$ cat config.mk
export PLATFORM = sky130hd
export DESIGN_NAME = bsme_core
export DESIGN_NICKNAME = d
export VERILOG_FILES = /design/src/core/bsme_pkg.sv /design/src/core/bsme_core.sv /design/src/core/bsme_mul.sv
export SDC_FILE = /design/constraint.sdc
export NUM_CORES = 1
export LEC_CHECK = 0
export BUFFER_PORTS_ARGS = -buffer_cell sky130_fd_sc_hd__buf_2
export CORE_MARGIN = 3
export CORE_UTILIZATION = 53
export DETAILED_ROUTE_END_ITERATION = 8
export PLACE_DENSITY = 0.88
export SLEW_MARGIN = 25
export SYNTH_ARGS = -nofsm -noshare
export SYNTH_HDL_FRONTEND = slang
export SYNTH_HIERARCHICAL = 1
export SYNTH_SLANG_ARGS = --single-unit
$ cat constraint.sdc
create_clock -name clk_i -period 6.8 [get_ports clk_i]
set_input_delay 1.36 -clock clk_i [delete_from_list [all_inputs] [get_ports clk_i]]
set_output_delay 1.36 -clock clk_i [all_outputs]
set_load 0.02 [all_outputs]
$ cat src/core/bsme_pkg.sv
// Shared constants, types and register map for the branch/skip/multiply execution unit
package bsme_pkg;

	// ----------------------------------------
	// Widths
	// ----------------------------------------
	localparam int DATA_W = 8;
	localparam int OFS_W = 7;
	localparam int BIT_SEL_W = 3;

	// ----------------------------------------
	// Status register flag positions
	// ----------------------------------------
	localparam int FLAG_C = 0;
	localparam int FLAG_Z = 1;
	localparam int FLAG_N = 2;
	localparam int FLAG_V = 3;
	localparam int FLAG_S = 4;
	localparam int FLAG_H = 5;
	localparam int FLAG_T = 6;
	localparam int FLAG_I = 7;

	// ----------------------------------------
	// Register map (byte addresses)
	// ----------------------------------------
	localparam logic [4:0] ADR_CTRL = 5'h00;
	localparam logic [4:0] ADR_STATUS = 5'h04;
	localparam logic [4:0] ADR_PC = 5'h08;
	localparam logic [4:0] ADR_EVENT = 5'h0c;
	localparam logic [4:0] ADR_PRODUCT = 5'h10;

	localparam int CTRL_LARGE_BIT = 0;
	localparam int EVT_ILLEGAL_BIT = 0;
	localparam logic [7:0] CTRL_RST = 8'h01;
	localparam logic [7:0] STATUS_REGISTER_RST = 8'h00;
	localparam logic [15:0] PRODUCT_RST = 16'h0000;

	// ----------------------------------------
	// Extra cycles after the issue cycle
	// ----------------------------------------
	localparam logic [1:0] STALL_NONE = 2'h0;
	localparam logic [1:0] STALL_BRANCH = 2'h1;
	localparam logic [1:0] STALL_SKIP_ONE = 2'h1;
	localparam logic [1:0] STALL_SKIP_TWO = 2'h2;

	// ----------------------------------------
	// Instruction codes
	// ----------------------------------------
	typedef enum logic [4:0] {
		op_nop = 5'h00,
		op_mult_signed_by_unsigned = 5'h01,
		op_frac_mult_unsigned = 5'h02,
		op_frac_mult_signed = 5'h03,
		op_frac_mult_signed_unsigned = 5'h04,
		op_compare_skip_equal = 5'h05,
		op_compare_immediate = 5'h06,
		op_skip_reg_bit_clear = 5'h07,
		op_skip_reg_bit_set = 5'h08,
		op_skip_io_bit_clear = 5'h09,
		op_skip_io_bit_set = 5'h0a,
		op_branch_flag_set = 5'h0b,
		op_branch_flag_clear = 5'h0c,
		op_branch_equal = 5'h0d,
		op_branch_not_equal = 5'h0e,
		op_branch_carry_set = 5'h0f,
		op_branch_carry_clear = 5'h10,
		op_branch_same_or_higher = 5'h11,
		op_branch_lower = 5'h12,
		op_branch_minus = 5'h13,
		op_branch_plus = 5'h14,
		op_branch_ge_signed = 5'h15,
		op_branch_lt_signed = 5'h16,
		op_branch_half_carry_set = 5'h17,
		op_branch_half_carry_clear = 5'h18,
		op_branch_tbit_set = 5'h19,
		op_branch_tbit_clear = 5'h1a
	} bsme_op_t;

	typedef enum logic [2:0] {
		st_idle = 3'b001,
		st_mul = 3'b010,
		st_stall = 3'b100
	} bsme_state_t;

	// rr_val doubles as the immediate for compare-with-immediate
	typedef struct packed {
		bsme_op_t op;
		logic [7:0] rd_val;
		logic [7:0] rr_val;
		logic [2:0] bit_sel;
		logic [7:0] io_val;
		logic [6:0] offset;
		logic next_two_word;
	} bsme_cmd_t;

endpackage : bsme_pkg

$ cat src/core/bsme_core.sv
// Execution unit for multiply, compare, skip and conditional branch instructions
// Function
// - Signed-by-unsigned multiply writes product pair, updates Z and C, two cycles.
// - Fractional multiplies shift product left one, write pair, Z and C, two cycles.
// - Compare-skip-equal skips next instruction when registers match; flags untouched.
// - Compare-immediate subtracts constant, sets Z N V S C H, one cycle, no store.
// - Skip when chosen working register bit is zero; flags untouched.
// - Skip when chosen working register bit is one; flags untouched.
// - Skip when chosen I/O register bit is zero; flags untouched.
// - Skip when chosen I/O register bit is one; flags untouched.
// - Branch to pc plus offset plus one when selected status bit is one.
// - Branch to pc plus offset plus one when selected status bit is zero.
// - Equal, not-equal, carry, minus and plus branches test single flags.
// - Same-or-higher branches on carry clear, lower on carry set.
// - Signed branches test N xor V: zero for ge, one for lt.
// - Half-carry branches test H set or clear, no flag change.
// - Transfer-bit branches test T set or clear, no flag change.
// - Multiplies exist only in the large variant; otherwise refused.
//
// Implementation choices: the address map and the Wishbone interface to the registers.
`timescale 1ns/10ps
`default_nettype none
module bsme_core #(
	parameter int PC_W = 16
) (
	input wire logic clk_i,
	input wire logic rst_i,
	input wire logic ce_i,
	input wire logic cmd_valid_i,
	input wire bsme_pkg::bsme_cmd_t cmd_i,
	output logic busy_o,
	output logic done_o,
	output logic [PC_W-1:0] pc_o,
	output logic [7:0] status_register_o,
	output logic [15:0] product_o,
	input wire logic wb_cyc_i,
	input wire logic wb_stb_i,
	input wire logic wb_we_i,
	input wire logic [4:0] wb_adr_i,
	input wire logic [3:0] wb_sel_i,
	input wire logic [31:0] wb_dat_i,
	output logic [31:0] wb_dat_o,
	output logic wb_ack_o
);
	// ----------------------------------------
	// Decode helpers
	// ----------------------------------------
	function automatic logic is_mul(input bsme_pkg::bsme_op_t op);
		is_mul = (op == bsme_pkg::op_mult_signed_by_unsigned) || (op == bsme_pkg::op_frac_mult_unsigned) ||
			(op == bsme_pkg::op_frac_mult_signed) || (op == bsme_pkg::op_frac_mult_signed_unsigned);
	endfunction : is_mul

	function automatic logic is_skip(input bsme_pkg::bsme_op_t op);
		is_skip = (op == bsme_pkg::op_compare_skip_equal) || (op == bsme_pkg::op_skip_reg_bit_clear) ||
			(op == bsme_pkg::op_skip_reg_bit_set) || (op == bsme_pkg::op_skip_io_bit_clear) ||
			(op == bsme_pkg::op_skip_io_bit_set);
	endfunction : is_skip

	function automatic logic is_branch(input bsme_pkg::bsme_op_t op);
		is_branch = (op >= bsme_pkg::op_branch_flag_set) && (op <= bsme_pkg::op_branch_tbit_clear);
	endfunction : is_branch

	// True when a skip skips or a branch is taken
	function automatic logic take_cond(input bsme_pkg::bsme_cmd_t c, input logic [7:0] s);
		case (c.op)
			bsme_pkg::op_compare_skip_equal: take_cond = (c.rd_val == c.rr_val);
			bsme_pkg::op_skip_reg_bit_clear: take_cond = ~c.rr_val[c.bit_sel];
			bsme_pkg::op_skip_reg_bit_set: take_cond = c.rr_val[c.bit_sel];
			bsme_pkg::op_skip_io_bit_clear: take_cond = ~c.io_val[c.bit_sel];
			bsme_pkg::op_skip_io_bit_set: take_cond = c.io_val[c.bit_sel];
			bsme_pkg::op_branch_flag_set: take_cond = s[c.bit_sel];
			bsme_pkg::op_branch_flag_clear: take_cond = ~s[c.bit_sel];
			bsme_pkg::op_branch_equal: take_cond = s[bsme_pkg::FLAG_Z];
			bsme_pkg::op_branch_not_equal: take_cond = ~s[bsme_pkg::FLAG_Z];
			bsme_pkg::op_branch_carry_set: take_cond = s[bsme_pkg::FLAG_C];
			bsme_pkg::op_branch_carry_clear: take_cond = ~s[bsme_pkg::FLAG_C];
			bsme_pkg::op_branch_minus: take_cond = s[bsme_pkg::FLAG_N];
			bsme_pkg::op_branch_plus: take_cond = ~s[bsme_pkg::FLAG_N];
			bsme_pkg::op_branch_same_or_higher: take_cond = ~s[bsme_pkg::FLAG_C];
			bsme_pkg::op_branch_lower: take_cond = s[bsme_pkg::FLAG_C];
			bsme_pkg::op_branch_ge_signed: take_cond = ~(s[bsme_pkg::FLAG_N] ^ s[bsme_pkg::FLAG_V]);
			bsme_pkg::op_branch_lt_signed: take_cond = s[bsme_pkg::FLAG_N] ^ s[bsme_pkg::FLAG_V];
			bsme_pkg::op_branch_half_carry_set: take_cond = s[bsme_pkg::FLAG_H];
			bsme_pkg::op_branch_half_carry_clear: take_cond = ~s[bsme_pkg::FLAG_H];
			bsme_pkg::op_branch_tbit_set: take_cond = s[bsme_pkg::FLAG_T];
			bsme_pkg::op_branch_tbit_clear: take_cond = ~s[bsme_pkg::FLAG_T];
			default: take_cond = 1'b0;
		endcase
	endfunction : take_cond

	// ----------------------------------------
	// State
	// ----------------------------------------
	bsme_pkg::bsme_state_t state_q;
	logic [1:0] stall_q;
	logic busy_q;
	logic done_q;
	logic [PC_W-1:0] pc_q;
	logic [7:0] status_register_q;
	logic [15:0] product_q;
	logic [7:0] ctrl_q;
	logic illegal_q;
	logic ack_q;
	logic [31:0] rdat_q;

	logic accept;
	logic cond;
	logic mul_ok;
	logic mul_wr;
	logic [PC_W-1:0] pc_d;
	logic [1:0] stall_d;
	logic [PC_W-1:0] ofs_ext;
	logic [15:0] mul_prod;
	logic mul_carry;
	logic mul_zero;
	logic [7:0] diff;
	logic wb_hit;
	logic wb_wr;

	assign accept = ce_i && cmd_valid_i && !busy_q;
	assign cond = take_cond(cmd_i, status_register_q);
	assign mul_ok = ctrl_q[bsme_pkg::CTRL_LARGE_BIT];
	assign mul_wr = (state_q == bsme_pkg::st_mul);
	assign ofs_ext = {{(PC_W-bsme_pkg::OFS_W){cmd_i.offset[bsme_pkg::OFS_W-1]}}, cmd_i.offset};
	assign diff = cmd_i.rd_val - cmd_i.rr_val;
	assign wb_hit = wb_cyc_i && wb_stb_i && !ack_q;
	assign wb_wr = wb_hit && wb_we_i && wb_sel_i[0];

	// ----------------------------------------
	// Next pc and stall length
	// ----------------------------------------
	always_comb begin
		pc_d = pc_q + 1'b1;
		stall_d = bsme_pkg::STALL_NONE;
		if (is_branch(cmd_i.op) && cond) begin
			// taken branch costs one more cycle
			pc_d = pc_q + ofs_ext + 1'b1;
			stall_d = bsme_pkg::STALL_BRANCH;
		end else if (is_skip(cmd_i.op) && cond) begin
			if (cmd_i.next_two_word) begin
				pc_d = pc_q + PC_W'(3);
				stall_d = bsme_pkg::STALL_SKIP_TWO;
			end else begin
				pc_d = pc_q + PC_W'(2);
				stall_d = bsme_pkg::STALL_SKIP_ONE;
			end
		end
	end

	// ----------------------------------------
	// Multiplier
	// ----------------------------------------
	bsme_mul #(
		.W(bsme_pkg::DATA_W)
	) u_mul (
		.clk_i(clk_i),
		.rst_i(rst_i),
		.ce_i(ce_i),
		.start_i(accept && is_mul(cmd_i.op) && mul_ok),
		.a_i(cmd_i.rd_val),
		.b_i(cmd_i.rr_val),
		.a_signed_i(cmd_i.op != bsme_pkg::op_frac_mult_unsigned),
		.b_signed_i(cmd_i.op == bsme_pkg::op_frac_mult_signed),
		.frac_i(cmd_i.op != bsme_pkg::op_mult_signed_by_unsigned),
		.prod_o(mul_prod),
		.carry_o(mul_carry),
		.zero_o(mul_zero)
	);

	// ----------------------------------------
	// Sequencer and program counter
	// ----------------------------------------
	always_ff @(posedge clk_i) begin
		if (rst_i) begin
			state_q <= bsme_pkg::st_idle;
			stall_q <= bsme_pkg::STALL_NONE;
			busy_q <= 1'b0;
			done_q <= 1'b0;
			pc_q <= '0;
		end else if (ce_i) begin
			done_q <= 1'b0;
			case (state_q)
				bsme_pkg::st_idle: begin
					if (accept) begin
						pc_q <= pc_d;
						if (is_mul(cmd_i.op) && mul_ok) begin
							state_q <= bsme_pkg::st_mul;
							busy_q <= 1'b1;
						end else if (stall_d != bsme_pkg::STALL_NONE) begin
							state_q <= bsme_pkg::st_stall;
							stall_q <= stall_d;
							busy_q <= 1'b1;
						end else begin
							done_q <= 1'b1;
						end
					end else if (wb_wr && wb_adr_i == bsme_pkg::ADR_PC) begin
						pc_q <= wb_dat_i[PC_W-1:0];
					end
				end
				bsme_pkg::st_mul: begin
					state_q <= bsme_pkg::st_idle;
					busy_q <= 1'b0;
					done_q <= 1'b1;
				end
				bsme_pkg::st_stall: begin
					if (stall_q == 2'h1) begin
						state_q <= bsme_pkg::st_idle;
						busy_q <= 1'b0;
						done_q <= 1'b1;
					end
					stall_q <= stall_q - 1'b1;
				end
				default: begin
					state_q <= bsme_pkg::st_idle;
					busy_q <= 1'b0;
				end
			endcase
		end
	end

	// ----------------------------------------
	// Status flags and product pair
	// ----------------------------------------
	// Instruction updates win over a software write in the same cycle
	always_ff @(posedge clk_i) begin
		if (rst_i) begin
			status_register_q <= bsme_pkg::STATUS_REGISTER_RST;
		end else if (ce_i) begin
			if (accept && cmd_i.op == bsme_pkg::op_compare_immediate) begin
				status_register_q[bsme_pkg::FLAG_Z] <= (diff == 8'h00);
				status_register_q[bsme_pkg::FLAG_N] <= diff[7];
				status_register_q[bsme_pkg::FLAG_V] <= (cmd_i.rd_val[7] & ~cmd_i.rr_val[7] & ~diff[7]) |
					(~cmd_i.rd_val[7] & cmd_i.rr_val[7] & diff[7]);
				status_register_q[bsme_pkg::FLAG_S] <= diff[7] ^ ((cmd_i.rd_val[7] & ~cmd_i.rr_val[7] & ~diff[7]) |
					(~cmd_i.rd_val[7] & cmd_i.rr_val[7] & diff[7]));
				status_register_q[bsme_pkg::FLAG_C] <= (~cmd_i.rd_val[7] & cmd_i.rr_val[7]) | (cmd_i.rr_val[7] & diff[7]) |
					(diff[7] & ~cmd_i.rd_val[7]);
				status_register_q[bsme_pkg::FLAG_H] <= (~cmd_i.rd_val[3] & cmd_i.rr_val[3]) | (cmd_i.rr_val[3] & diff[3]) |
					(diff[3] & ~cmd_i.rd_val[3]);
			end else if (mul_wr) begin
				status_register_q[bsme_pkg::FLAG_Z] <= mul_zero;
				status_register_q[bsme_pkg::FLAG_C] <= mul_carry;
			end else if (wb_wr && wb_adr_i == bsme_pkg::ADR_STATUS) begin
				status_register_q <= wb_dat_i[7:0];
			end
		end
	end

	always_ff @(posedge clk_i) begin
		if (rst_i) begin
			product_q <= bsme_pkg::PRODUCT_RST;
		end else if (ce_i && mul_wr) begin
			product_q <= mul_prod;
		end
	end

	// ----------------------------------------
	// Control and refused-instruction event
	// ----------------------------------------
	always_ff @(posedge clk_i) begin
		if (rst_i) begin
			ctrl_q <= bsme_pkg::CTRL_RST;
			illegal_q <= 1'b0;
		end else if (ce_i) begin
			if (wb_wr && wb_adr_i == bsme_pkg::ADR_CTRL) begin
				ctrl_q <= wb_dat_i[7:0];
			end
			// refused multiply is flagged; set beats clear
			if (accept && is_mul(cmd_i.op) && !mul_ok) begin
				illegal_q <= 1'b1;
			end else if (wb_wr && wb_adr_i == bsme_pkg::ADR_EVENT && wb_dat_i[bsme_pkg::EVT_ILLEGAL_BIT]) begin
				illegal_q <= 1'b0;
			end
		end
	end

	// ----------------------------------------
	// Wishbone slave
	// ----------------------------------------
	// Unmapped addresses ack with zero data
	always_ff @(posedge clk_i) begin
		if (rst_i) begin
			ack_q <= 1'b0;
			rdat_q <= 32'h0000_0000;
		end else if (ce_i) begin
			ack_q <= wb_hit;
			rdat_q <= 32'h0000_0000;
			if (wb_hit && !wb_we_i) begin
				case (wb_adr_i)
					bsme_pkg::ADR_CTRL: rdat_q <= {24'h00_0000, ctrl_q};
					bsme_pkg::ADR_STATUS: rdat_q <= {24'h00_0000, status_register_q};
					bsme_pkg::ADR_PC: rdat_q <= 32'(pc_q);
					bsme_pkg::ADR_EVENT: rdat_q <= {31'h0000_0000, illegal_q};
					bsme_pkg::ADR_PRODUCT: rdat_q <= {16'h0000, product_q};
					default: rdat_q <= 32'h0000_0000;
				endcase
			end
		end
	end

	assign wb_ack_o = ack_q;
	assign wb_dat_o = rdat_q;
	assign busy_o = busy_q;
	assign done_o = done_q;
	assign pc_o = pc_q;
	assign status_register_o = status_register_q;
	assign product_o = product_q;

	// ----------------------------------------
	// Assertions
	// ----------------------------------------
	mul_two_cycle_a: assert property (@(posedge clk_i) disable iff (rst_i || !ce_i)
		(accept && cmd_i.op == bsme_pkg::op_mult_signed_by_unsigned && mul_ok) |=> !done_q ##1 done_q)
		else $error("multiply did not finish in two cycles");

	frac_shift_a: assert property (@(posedge clk_i) disable iff (rst_i || !ce_i)
		(accept && is_mul(cmd_i.op) && cmd_i.op != bsme_pkg::op_mult_signed_by_unsigned && mul_ok)
		|=> ##1 (product_o[0] == 1'b0 && status_register_o[bsme_pkg::FLAG_Z] == (product_o == 16'h0000)))
		else $error("fractional product not shifted");

	skip_equal_pc_a: assert property (@(posedge clk_i) disable iff (rst_i || !ce_i)
		(accept && cmd_i.op == bsme_pkg::op_compare_skip_equal && cmd_i.rd_val == cmd_i.rr_val
		&& !cmd_i.next_two_word) |=> pc_q == $past(pc_q) + PC_W'(2))
		else $error("equal skip pc wrong");

	cmp_imm_flags_a: assert property (@(posedge clk_i) disable iff (rst_i || !ce_i)
		(accept && cmd_i.op == bsme_pkg::op_compare_immediate) |=>
		(status_register_q[bsme_pkg::FLAG_Z] == ($past(cmd_i.rd_val) == $past(cmd_i.rr_val))) &&
		(status_register_q[bsme_pkg::FLAG_C] == ($past(cmd_i.rd_val) < $past(cmd_i.rr_val))) && done_q)
		else $error("compare immediate flags wrong");

	skip_two_word_a: assert property (@(posedge clk_i) disable iff (rst_i || !ce_i)
		(accept && is_skip(cmd_i.op) && cond && cmd_i.next_two_word) |=>
		busy_q [*2] ##1 (done_q && !busy_q && pc_q == $past(pc_q, 3) + PC_W'(3)))
		else $error("two word skip timing wrong");

	skip_keeps_flags_a: assert property (@(posedge clk_i) disable iff (rst_i || !ce_i)
		(accept && is_skip(cmd_i.op) && !wb_wr) |=> $stable(status_register_q))
		else $error("skip changed flags");

	branch_taken_pc_a: assert property (@(posedge clk_i) disable iff (rst_i || !ce_i)
		(accept && is_branch(cmd_i.op) && cond) |=>
		(pc_q == $past(pc_q) + $past(ofs_ext) + 1'b1) && busy_q ##1 done_q)
		else $error("taken branch pc or timing wrong");

	branch_not_taken_a: assert property (@(posedge clk_i) disable iff (rst_i || !ce_i)
		(accept && is_branch(cmd_i.op) && !cond) |=> (pc_q == $past(pc_q) + 1'b1) && done_q && !busy_q)
		else $error("untaken branch timing wrong");

	signed_branch_a: assert property (@(posedge clk_i) disable iff (rst_i || !ce_i)
		(accept && cmd_i.op == bsme_pkg::op_branch_lt_signed &&
		(status_register_q[bsme_pkg::FLAG_N] != status_register_q[bsme_pkg::FLAG_V])) |=> busy_q)
		else $error("signed less-than not taken");

	refused_mul_a: assert property (@(posedge clk_i) disable iff (rst_i || !ce_i)
		(accept && is_mul(cmd_i.op) && !mul_ok) |=> illegal_q && done_q && $stable(product_q))
		else $error("refused multiply not flagged");
endmodule : bsme_core
`default_nettype wire

$ cat src/core/bsme_mul.sv
// Registered 8x8 multiplier with signed, mixed and fractional modes
`timescale 1ns/10ps
`default_nettype none
module bsme_mul #(
	parameter int W = 8
) (
	input wire logic clk_i,
	input wire logic rst_i,
	input wire logic ce_i,
	input wire logic start_i,
	input wire logic [W-1:0] a_i,
	input wire logic [W-1:0] b_i,
	input wire logic a_signed_i,
	input wire logic b_signed_i,
	input wire logic frac_i,
	output logic [2*W-1:0] prod_o,
	output logic carry_o,
	output logic zero_o
);
	logic signed [W:0] a_ext;
	logic signed [W:0] b_ext;
	logic signed [2*W+1:0] full;
	logic [2*W-1:0] raw;
	logic [2*W-1:0] res;

	assign a_ext = $signed({a_signed_i & a_i[W-1], a_i});
	assign b_ext = $signed({b_signed_i & b_i[W-1], b_i});
	assign full = a_ext * b_ext;
	assign raw = full[2*W-1:0];
	// Fractional result drops the duplicated sign bit
	assign res = frac_i ? {raw[2*W-2:0], 1'b0} : raw;

	always_ff @(posedge clk_i) begin
		if (rst_i) begin
			prod_o <= '0;
			carry_o <= 1'b0;
			zero_o <= 1'b0;
		end else if (ce_i && start_i) begin
			prod_o <= res;
			// Carry is taken from the unshifted product
			carry_o <= raw[2*W-1];
			zero_o <= (res == '0);
		end
	end
endmodule : bsme_mul
`default_nettype wire

* Word-level counts from Yosys, hierarchy flattened
Cells that the tools add are included.
** Word-level totals
- Register bits :: 107
- Output and inout bits :: 75
- Logic and storage cells :: 198
** Operators by class
- Add/subtract/negate cells :: 7
- Multiply operators :: 1
- $lt $le $gt $ge :: 3
- Equal/unequal tests :: 43
- Mux-type cells :: 43
- Bitwise logic cells :: 33
- Reduce and logical (&&, ||, !) cells :: 52
** Operators with widths (count)
- $mux 16 :: 7
- $pmux 16 s5 :: 1
- $eq 5x5->1 const B :: 12
- $eq 5x4->1 const B :: 10
- $add 16x1->16 const B :: 2
- $add 16x2->16 const B :: 2
- $eq 5x3->1 const B :: 5
- $logic_and 1x1->1 :: 22
- $pmux 1 s19 :: 1
- $add 16x16->16 :: 1
- $logic_not 16->1 :: 1
- $mul 9x9->16 :: 1
- $not 1->1 :: 15
- $mux 2 :: 7
- $mux 1 :: 13
- $mux 3 :: 4
- $mux 6 :: 2
- $and 1x1->1 :: 11
- $eq 5x2->1 const B :: 2
- $reduce_bool 2->1 :: 5
- $bmux 1 s3 :: 3
- $eq 8x8->1 :: 1
- $logic_not 8->1 :: 1
- $ne 2x2->1 const B :: 4
- 30 further kinds :: 49

* Longest topological paths before layout
Gate-level depths: netlist of run 1.
- Depth in word-level cells :: 13
- Mapped depth :: 22

* By module
Netlist of run 1, hierarchy kept.
** By module, submodules not included
- bsme_core :: times used 1, cells each 717, area each 5539.1 um^2, seq. area each 1461.4 um^2
- bsme_mul :: times used 1, cells each 424, area each 3708.6 um^2, seq. area each 360.3 um^2

* Worst setup path before layout of run 1
OpenSTA, ideal clock, no wires.
- Path kind :: input-to-reg
- From :: in cmd_i[35] (netlist name)
- To :: reg u_mul.zero_o
- Arrival time :: 6.968 ns
- Data required time :: 6.716 ns
- Setup slack :: -0.252 ns
- Stages on the path :: 21
- Buffers on the path :: 2
- Path through :: clkbuf_1 > nor2b_1 > and3_1 > nand2_1 > or2_2 > fa_1 > fa_1 > inv_1 > fa_1 > fa_1 > inv_1 > fa_1 > inv_1 > ha_1 > buf_2 > and3_1 > a22o_1 > o21ai_1 > o311ai_1 > or4_1 > o31ai_2
** Between the ends
- Cells in the longest elaborated chain, start to end :: 7
- Elaborated cells between the ends (all ways) :: 17
- Classes of those cells :: 1 x mul; 6 x eq/ne; 1 x mux; 2 x bitwise; 7 x reduce/logical
** Ends and longest elaborated chain
- start, declared :: line bsme_core.sv:30 : input wire bsme_pkg::bsme_cmd_t cmd_i,
- branches (longest 7 deep; another with $mul 9x9->16)
- end signal, assigned :: line bsme_mul.sv:42 : zero_o <= (res == '0);
- end, declared :: line bsme_mul.sv:18 : output logic zero_o
Parallel ways; which one is timed is not known.
A chain may end at the register's enable or synchronous reset.

* Worst setup path after layout of run 1
- From :: in cmd_i[37] (netlist name)
- To :: reg u_mul.zero_o
The elaborated chain is that of the path after synthesis.

==> results of run 1 <==
-- critical path: stages --
cell and delay, ns:
buf_2 0.11, nor2_1 0.12, and3_1 0.27, nand2_2 0.07
or2_2 0.28, fa_1 0.47, fa_1 0.56, inv_1 0.06
fa_1 0.50, fa_1 0.56, inv_1 0.06, fa_1 0.52
inv_1 0.04, ha_1 0.32, a21o_1 0.22, a22o_1 0.23
o21ai_1 0.16, o311ai_1 0.15, or4_1 0.56, o31ai_2 0.17
-- through the flow --
| stage | cell area [um^2] | setup TNS [ns] | cells |
|---|---|---|---|
| after floorplan | 9320 | 0 | 1156 |
| after global placement | 10100 | 0 | 1466 |
| after detailed placement | 10100 | -0.190 | 1466 |
| after CTS | 10400 | 0 | 1482 |
| after global routing | 10500 | 0 | 1482 |
| final | 10500 | 0 | 1482 |
-- report_power, final --
part	internal [mW]	switching [mW]
clock network	0.292	0.232
logic	0.757	0.939
registers	0.542	0.0163
total	1.59	1.19
-- cells in the mapped netlist, types with 8 or more instances --
cell type  count
inv_1         96
nor2_1       129
nand2_1      125
o21ai_0       31
xnor2_1       23
buf_4         16
mux2i_1       42
a31oi_1       10
and2_1        47
nand4_1        9
and3_1         8
a21oi_1       79
fa_1          67
nand3_1       21
nor2b_1       16
dfxtp_1       91
a211oi_1      21
a22oi_1       12
ha_1          62
nor3_1        17
clkbuf_1      43
a21o_1        13
nand2b_1      10
mux2_2        12
-- cell type report --
| type | count | area, um^2 | area share |
|---|---|---|---|
| sequential | 91 | 1820 | 0.174 |
| multi-input combinational | 899 | 6810 | 0.651 |
| clock buffer | 9 | 225 | 0.0215 |
| tap | 220 | 275 | 0.0263 |
| timing repair buffer | 159 | 876 | 0.0838 |
| clock inverter | 7 | 82.6 | 0.00790 |
| inverter | 97 | 364 | 0.0348 |
-- timing repair --
item | CTS | global route
buffers inserted | 0 | 0
endpoints found under the setup margin | 0 | 4
gates resized for setup | 0 | 2
-- worst max path at each step --
stage	startpoint	endpoint	slack (ns)	cells past startpoint
detailed placement	cmd_i[37]	u_mul/zero_o	-0.08	20
global route	cmd_i[38]	u_mul/zero_o	0.001	22
global placement	cmd_i[37]	u_mul/zero_o	0.02	20
CTS	cmd_i[38]	u_mul/carry_o	0.27	21
floorplan	cmd_i[35]	u_mul/zero_o	0.01	21
finish	cmd_i[37]	u_mul/zero_o	0.25	20
-- routing by layer --
| metal | GRT usage | wire length (um) |
|---|---|---|
| met5 | 0 | 0 |
| met4 | 0.118 | 957 |
| met2 | 0.455 | 12800 |
| met1 | 0.315 | 9730 |
| met3 | 0.0428 | 1990 |
-- kinds of logic (layout without fill, tap and decap cells) --
family / count (synthesis) / after routing / share of synthesized area
muxes: 62 / 62 / 0.0783
AOI/OAI and AO/OA: 241 / 241 / 0.176
other: 1 / 16 / 0.000406
xor gates and xnor gates: 30 / 30 / 0.0284
and+or+nand+nor: 421 / 421 / 0.216
buffers and inverters: 166 / 272 / 0.0754
adders and majority gates: 129 / 129 / 0.229
DFF: 91 / 91 / 0.197
-- flip-flops by register name, summed over array words and instances, names as in the netlist, 2 cells and up --
name               flops
pc_o                  16
product_o             16
u_mul/prod_o          16
wb_dat_o              16
ctrl_q                 8
status_register_o      8
state_q                3
stall_q                2
==> flow_metrics.env, run 1 <==
export IMPL_grt_max_degree=64
export IMPL_min_path_type="register to register"
export IMPL_drtIter0Drc=787
export IMPL_cts_buffer_depth=2
export IMPL_fmax_mhz=153
export IMPL_syn_avg_cell_area_um2=8.10
export IMPL_finalCritPeriodShare=0.963
export IMPL_synth_cells=1141
export IMPL_ant_nets=0
export IMPL_port_buffers=127
export IMPL_worstSetupEndpointType="register"
export IMPL_fp_dieH_um=138
export IMPL_synth_cell_type_count=82
export IMPL_globalRouteOverflowTotal=0
export IMPL_cp_arrival_ns=6.82
export IMPL_yosys_top_cells_area="dfxtp_1, fa_1, ha_1, nor2_1, nand2_1"
export IMPL_die_w_um=138
export IMPL_finalSetupViolCount=0
export IMPL_dieArea_mm2=0.0191
export IMPL_core_area_mm2=0.0168
export IMPL_final_core_util=0.622
export IMPL_cts_sinks=91
export IMPL_htreeDepth=3
export IMPL_mostFrequentLayoutCells="nor2_1, buf_2, nand2_1"
export IMPL_routed_wl_mm=25.4
export IMPL_critPathMaxFanout=4
export IMPL_setup_ws_ns=0.250
export IMPL_via_per_inst=6.02
export IMPL_area_growth_pct=13.0
export IMPL_leakage_nw=4.89
export IMPL_hold_viol_final=0
export IMPL_synth_area_mm2=0.00925
export IMPL_final_common_cell="nor2_1"
export IMPL_start_util=0.550
export IMPL_ir_worst_vdd_uv=200
export IMPL_synthArstFlopShare=0
export IMPL_clk_pin_slew_ns=0.07
export IMPL_fin_crit_ns=6.55
export IMPL_status="complete, no violations"
export IMPL_hold_depth=2
export IMPL_synth_seq_area_share=0.197
export IMPL_r2r_end="pc_o[14]"
export IMPL_power_density_mw_per_mm2=266
export IMPL_drive_gt1_frac=0.167
export IMPL_antenna_found_initial=0
export IMPL_reg2reg_from="pc_o[0]"
export IMPL_grt_pass1_wl_mm=42.1
export IMPL_ff2ff_setup_slack_ns=3.25
export IMPL_r2r_cells=13
export IMPL_clk_latency_ns=0.35
export IMPL_worstHoldEndpoint="product_o[3]"
export IMPL_hold_start="u_mul/prod_o[3]"
export IMPL_worstMarginPinSlew_ns=0.949
export IMPL_final_nets=1474
export IMPL_synth_seq_cells=91
export IMPL_hold_buffers=0
export IMPL_gp_congestion=0.929
export IMPL_max_slew_margin=0.366
export IMPL_rsz0062_at_grt="false"
export IMPL_synth_area_leader_cell="dfxtp_1"
export IMPL_synth_top_area_frac=0.197
export IMPL_tritoncts="yes"
export IMPL_cp_required_ns=7.07
export IMPL_row_count=47
export IMPL_synth_edf_count=0
export IMPL_max_cap_violations=0
export IMPL_drtPass1Iterations=5
export IMPL_root_buffer="clkbuf_16"
export IMPL_ys_warn_count=6
export IMPL_fillCellCount=1384
export IMPL_grt_pass1_vias=8742
export IMPL_numCtsBuffers=9
export IMPL_crit_type="input port to register"
export IMPL_drcViolationCount=0
export IMPL_dpl_hpwl_mm=19.3
export IMPL_finalPower_mw=2.78
export IMPL_fin_hold_ws_ns=0.457
export IMPL_routedWlPerCell_um=17.2
export IMPL_report_final_slew_viol_count=0
export IMPL_cp_start_kind="input port"
export IMPL_num_vias=8927
export IMPL_yosys_most_used_dff="dfxtp_1"
export IMPL_grt_usage=0.260
export IMPL_antenna_cells=0
export IMPL_ios=163
export IMPL_place_ws_ns=-0.0765
export IMPL_skew_ns=0.0112
Power figures use the tool's default switching activity.
==> run 2: changes to the inputs <==
CORE_UTILIZATION = 62   (was 53)
PLACE_DENSITY = 0.95   (was 0.88)
clock period = 7.6 ns   (was 6.8 ns; I/O delays follow)
==> flow_metrics.env, run 2 (synthesized netlist as in run 1, its figures left out) <==
export IMPL_cts_buffer_depth=2
export IMPL_grt_pass1_wl_mm=42.4
export IMPL_tns_ns=0
export IMPL_mostFrequentLayoutCells="nor2_1, buf_2, nand2_1"
export IMPL_dieArea_mm2=0.0164
export IMPL_path_common_cell="fa_1"
export IMPL_area_growth_pct=9.93
export IMPL_power_density_mw_per_mm2=227
export IMPL_core_area_mm2=0.0146
export IMPL_port_buffers=127
export IMPL_tritoncts="yes"
export IMPL_htreeDepth=3
export IMPL_fp_dieH_um=128
export IMPL_grt_usage=0.314
export IMPL_worstSetupEndpointType="register"
export IMPL_cts_resized=0
export IMPL_die_w_um=128
export IMPL_worstMarginPinSlew_ns=0.981
export IMPL_leakage_nw=4.74
export IMPL_place_area_mm2=0.00989
export IMPL_grt_pass1_vias=8856
export IMPL_clk_latency_ns=0.34
export IMPL_status="complete, no violations"
export IMPL_antenna_cells=0
export IMPL_row_count=44
export IMPL_dpl_hpwl_mm=19.6
export IMPL_cp_slowest_stage_delay_ns=0.57
export IMPL_skew_ns=0.00976
export IMPL_num_vias=9135
export IMPL_antenna_found_initial=0
export IMPL_cp_start_kind="input port"
export IMPL_globalRouteOverflowTotal=0
export IMPL_ant_nets=0
export IMPL_postCtsSetupRepairBufs=0
export IMPL_routedWlPerCell_um=18.4
export IMPL_via_per_inst=6.43
export IMPL_root_buffer="clkbuf_16"
export IMPL_hold_depth=2
export IMPL_rsz0062_at_grt="false"
export IMPL_report_final_slew_viol_count=0
export IMPL_drtPass1Iterations=6
export IMPL_cts_sinks=91
export IMPL_fin_crit_ns=7.14
export IMPL_max_cap_violations=0
export IMPL_routed_wl_mm=26.1
export IMPL_cp_arrival_ns=7.40
export IMPL_place_inst=1405
export IMPL_numCtsBuffers=9
export IMPL_place_ws_ns=0.179
export IMPL_cp_cell_sequence="buf_2 -> nor2b_1 -> and3_1 -> nand2_1 -> or2_2 -> fa_1 -> fa_1 -> inv_1 -> fa_1 -> fa_1 -> inv_1 -> fa_1 -> inv_1 -> ha_1 -> and3_1 -> a22o_1 -> o21ai_1 -> o311ai_1 -> or4_1 -> o31ai_2"
export IMPL_cp_required_ns=7.86
export IMPL_gp_congestion=0.957
export IMPL_final_nets=1449
export IMPL_drive_gt1_frac=0.146
export IMPL_fmax_mhz=140
export IMPL_final_common_cell="nor2_1"
export IMPL_min_path_type="register to register"
export IMPL_max_slew_margin=0.346
export IMPL_start_util=0.634
export IMPL_drcViolationCount=0
export IMPL_design_area_mm2=0.0102
export IMPL_worst_path_max_delay_cell="or4_1"
export IMPL_hold_buffers=0
export IMPL_ir_worst_vdd_uv=272
export IMPL_crit_type="input port to register"
export IMPL_finalSetupViolCount=0
export IMPL_ios=163
export IMPL_hold_viol_final=0
export IMPL_grt_max_degree=48
export IMPL_instances_no_fill=1420
export IMPL_clk_pin_slew_ns=0.07
export IMPL_finalCritPeriodShare=0.940
export IMPL_fin_hold_ws_ns=0.454
export IMPL_critPathMaxFanout=8
export IMPL_r2r_cells=13
export IMPL_setup_ws_ns=0.460
export IMPL_drtIter0Drc=1118
## run 2: per-stage QoR
step | utilization | power [mW]
floorplan | - | 1.57
CTS | 0.697 | 2.29
global route | 0.697 | 2.50
detailed placement | 0.678 | 1.87
finish | 0.697 | 2.30
global placement | 0.678 | 1.82
## run 2: layout make-up
| cell class | count | area (um^2) |
|---|---|---|
| clock buffers | 9 | 225 |
| clock inverters | 6 | 47.5 |
| fillers | 1012 | 4420 |
| inverters | 97 | 364 |
| multi-input cells | 899 | 6790 |
| flip-flops and latches | 91 | 1820 |
| well taps | 184 | 230 |
| repair buffers | 134 | 688 |
## run 2: power breakdown
part | total [mW] | switching [mW] | internal, mW
logic | 1.38 | 0.807 | 0.574
registers | 0.500 | 0.0147 | 0.485
clock network | 0.423 | 0.200 | 0.224
total | 2.30 | 1.02 | 1.28
## run 2: path summary, 6_finish.rpt
| check | slack [ns] | endpoint | start |
|---|---|---|---|
| max | 0.46 | u_mul/zero_o | cmd_i[38] |
| min | 0.45 | product_o[4] | u_mul/prod_o[4] |
| max reg2reg | 4.05 | pc_o[14] | pc_o[0] |
| min reg2reg | 0.45 | product_o[4] | u_mul/prod_o[4] |
## run 2: routing by layer
layer,track usage,wire length (um),share of wire,vias to the layer above
met3,0.0492,2340,0.090,139
met1,0.378,9550,0.37,4266
met2,0.539,12600,0.48,617
li1,-,-,-,4113
met5,0,0,0,-
met4,0.169,1550,0.060,0
## run 2: worst max-delay path, delay by kind of cell
kind / cells / cell delay (ns)
buffers and inverters: 4 / 0.30
AND/OR/NAND/NOR: 6 / 1.77
AO/OA/AOI/OAI: 4 / 0.71
adder cells (fa/ha/maj): 6 / 3.08
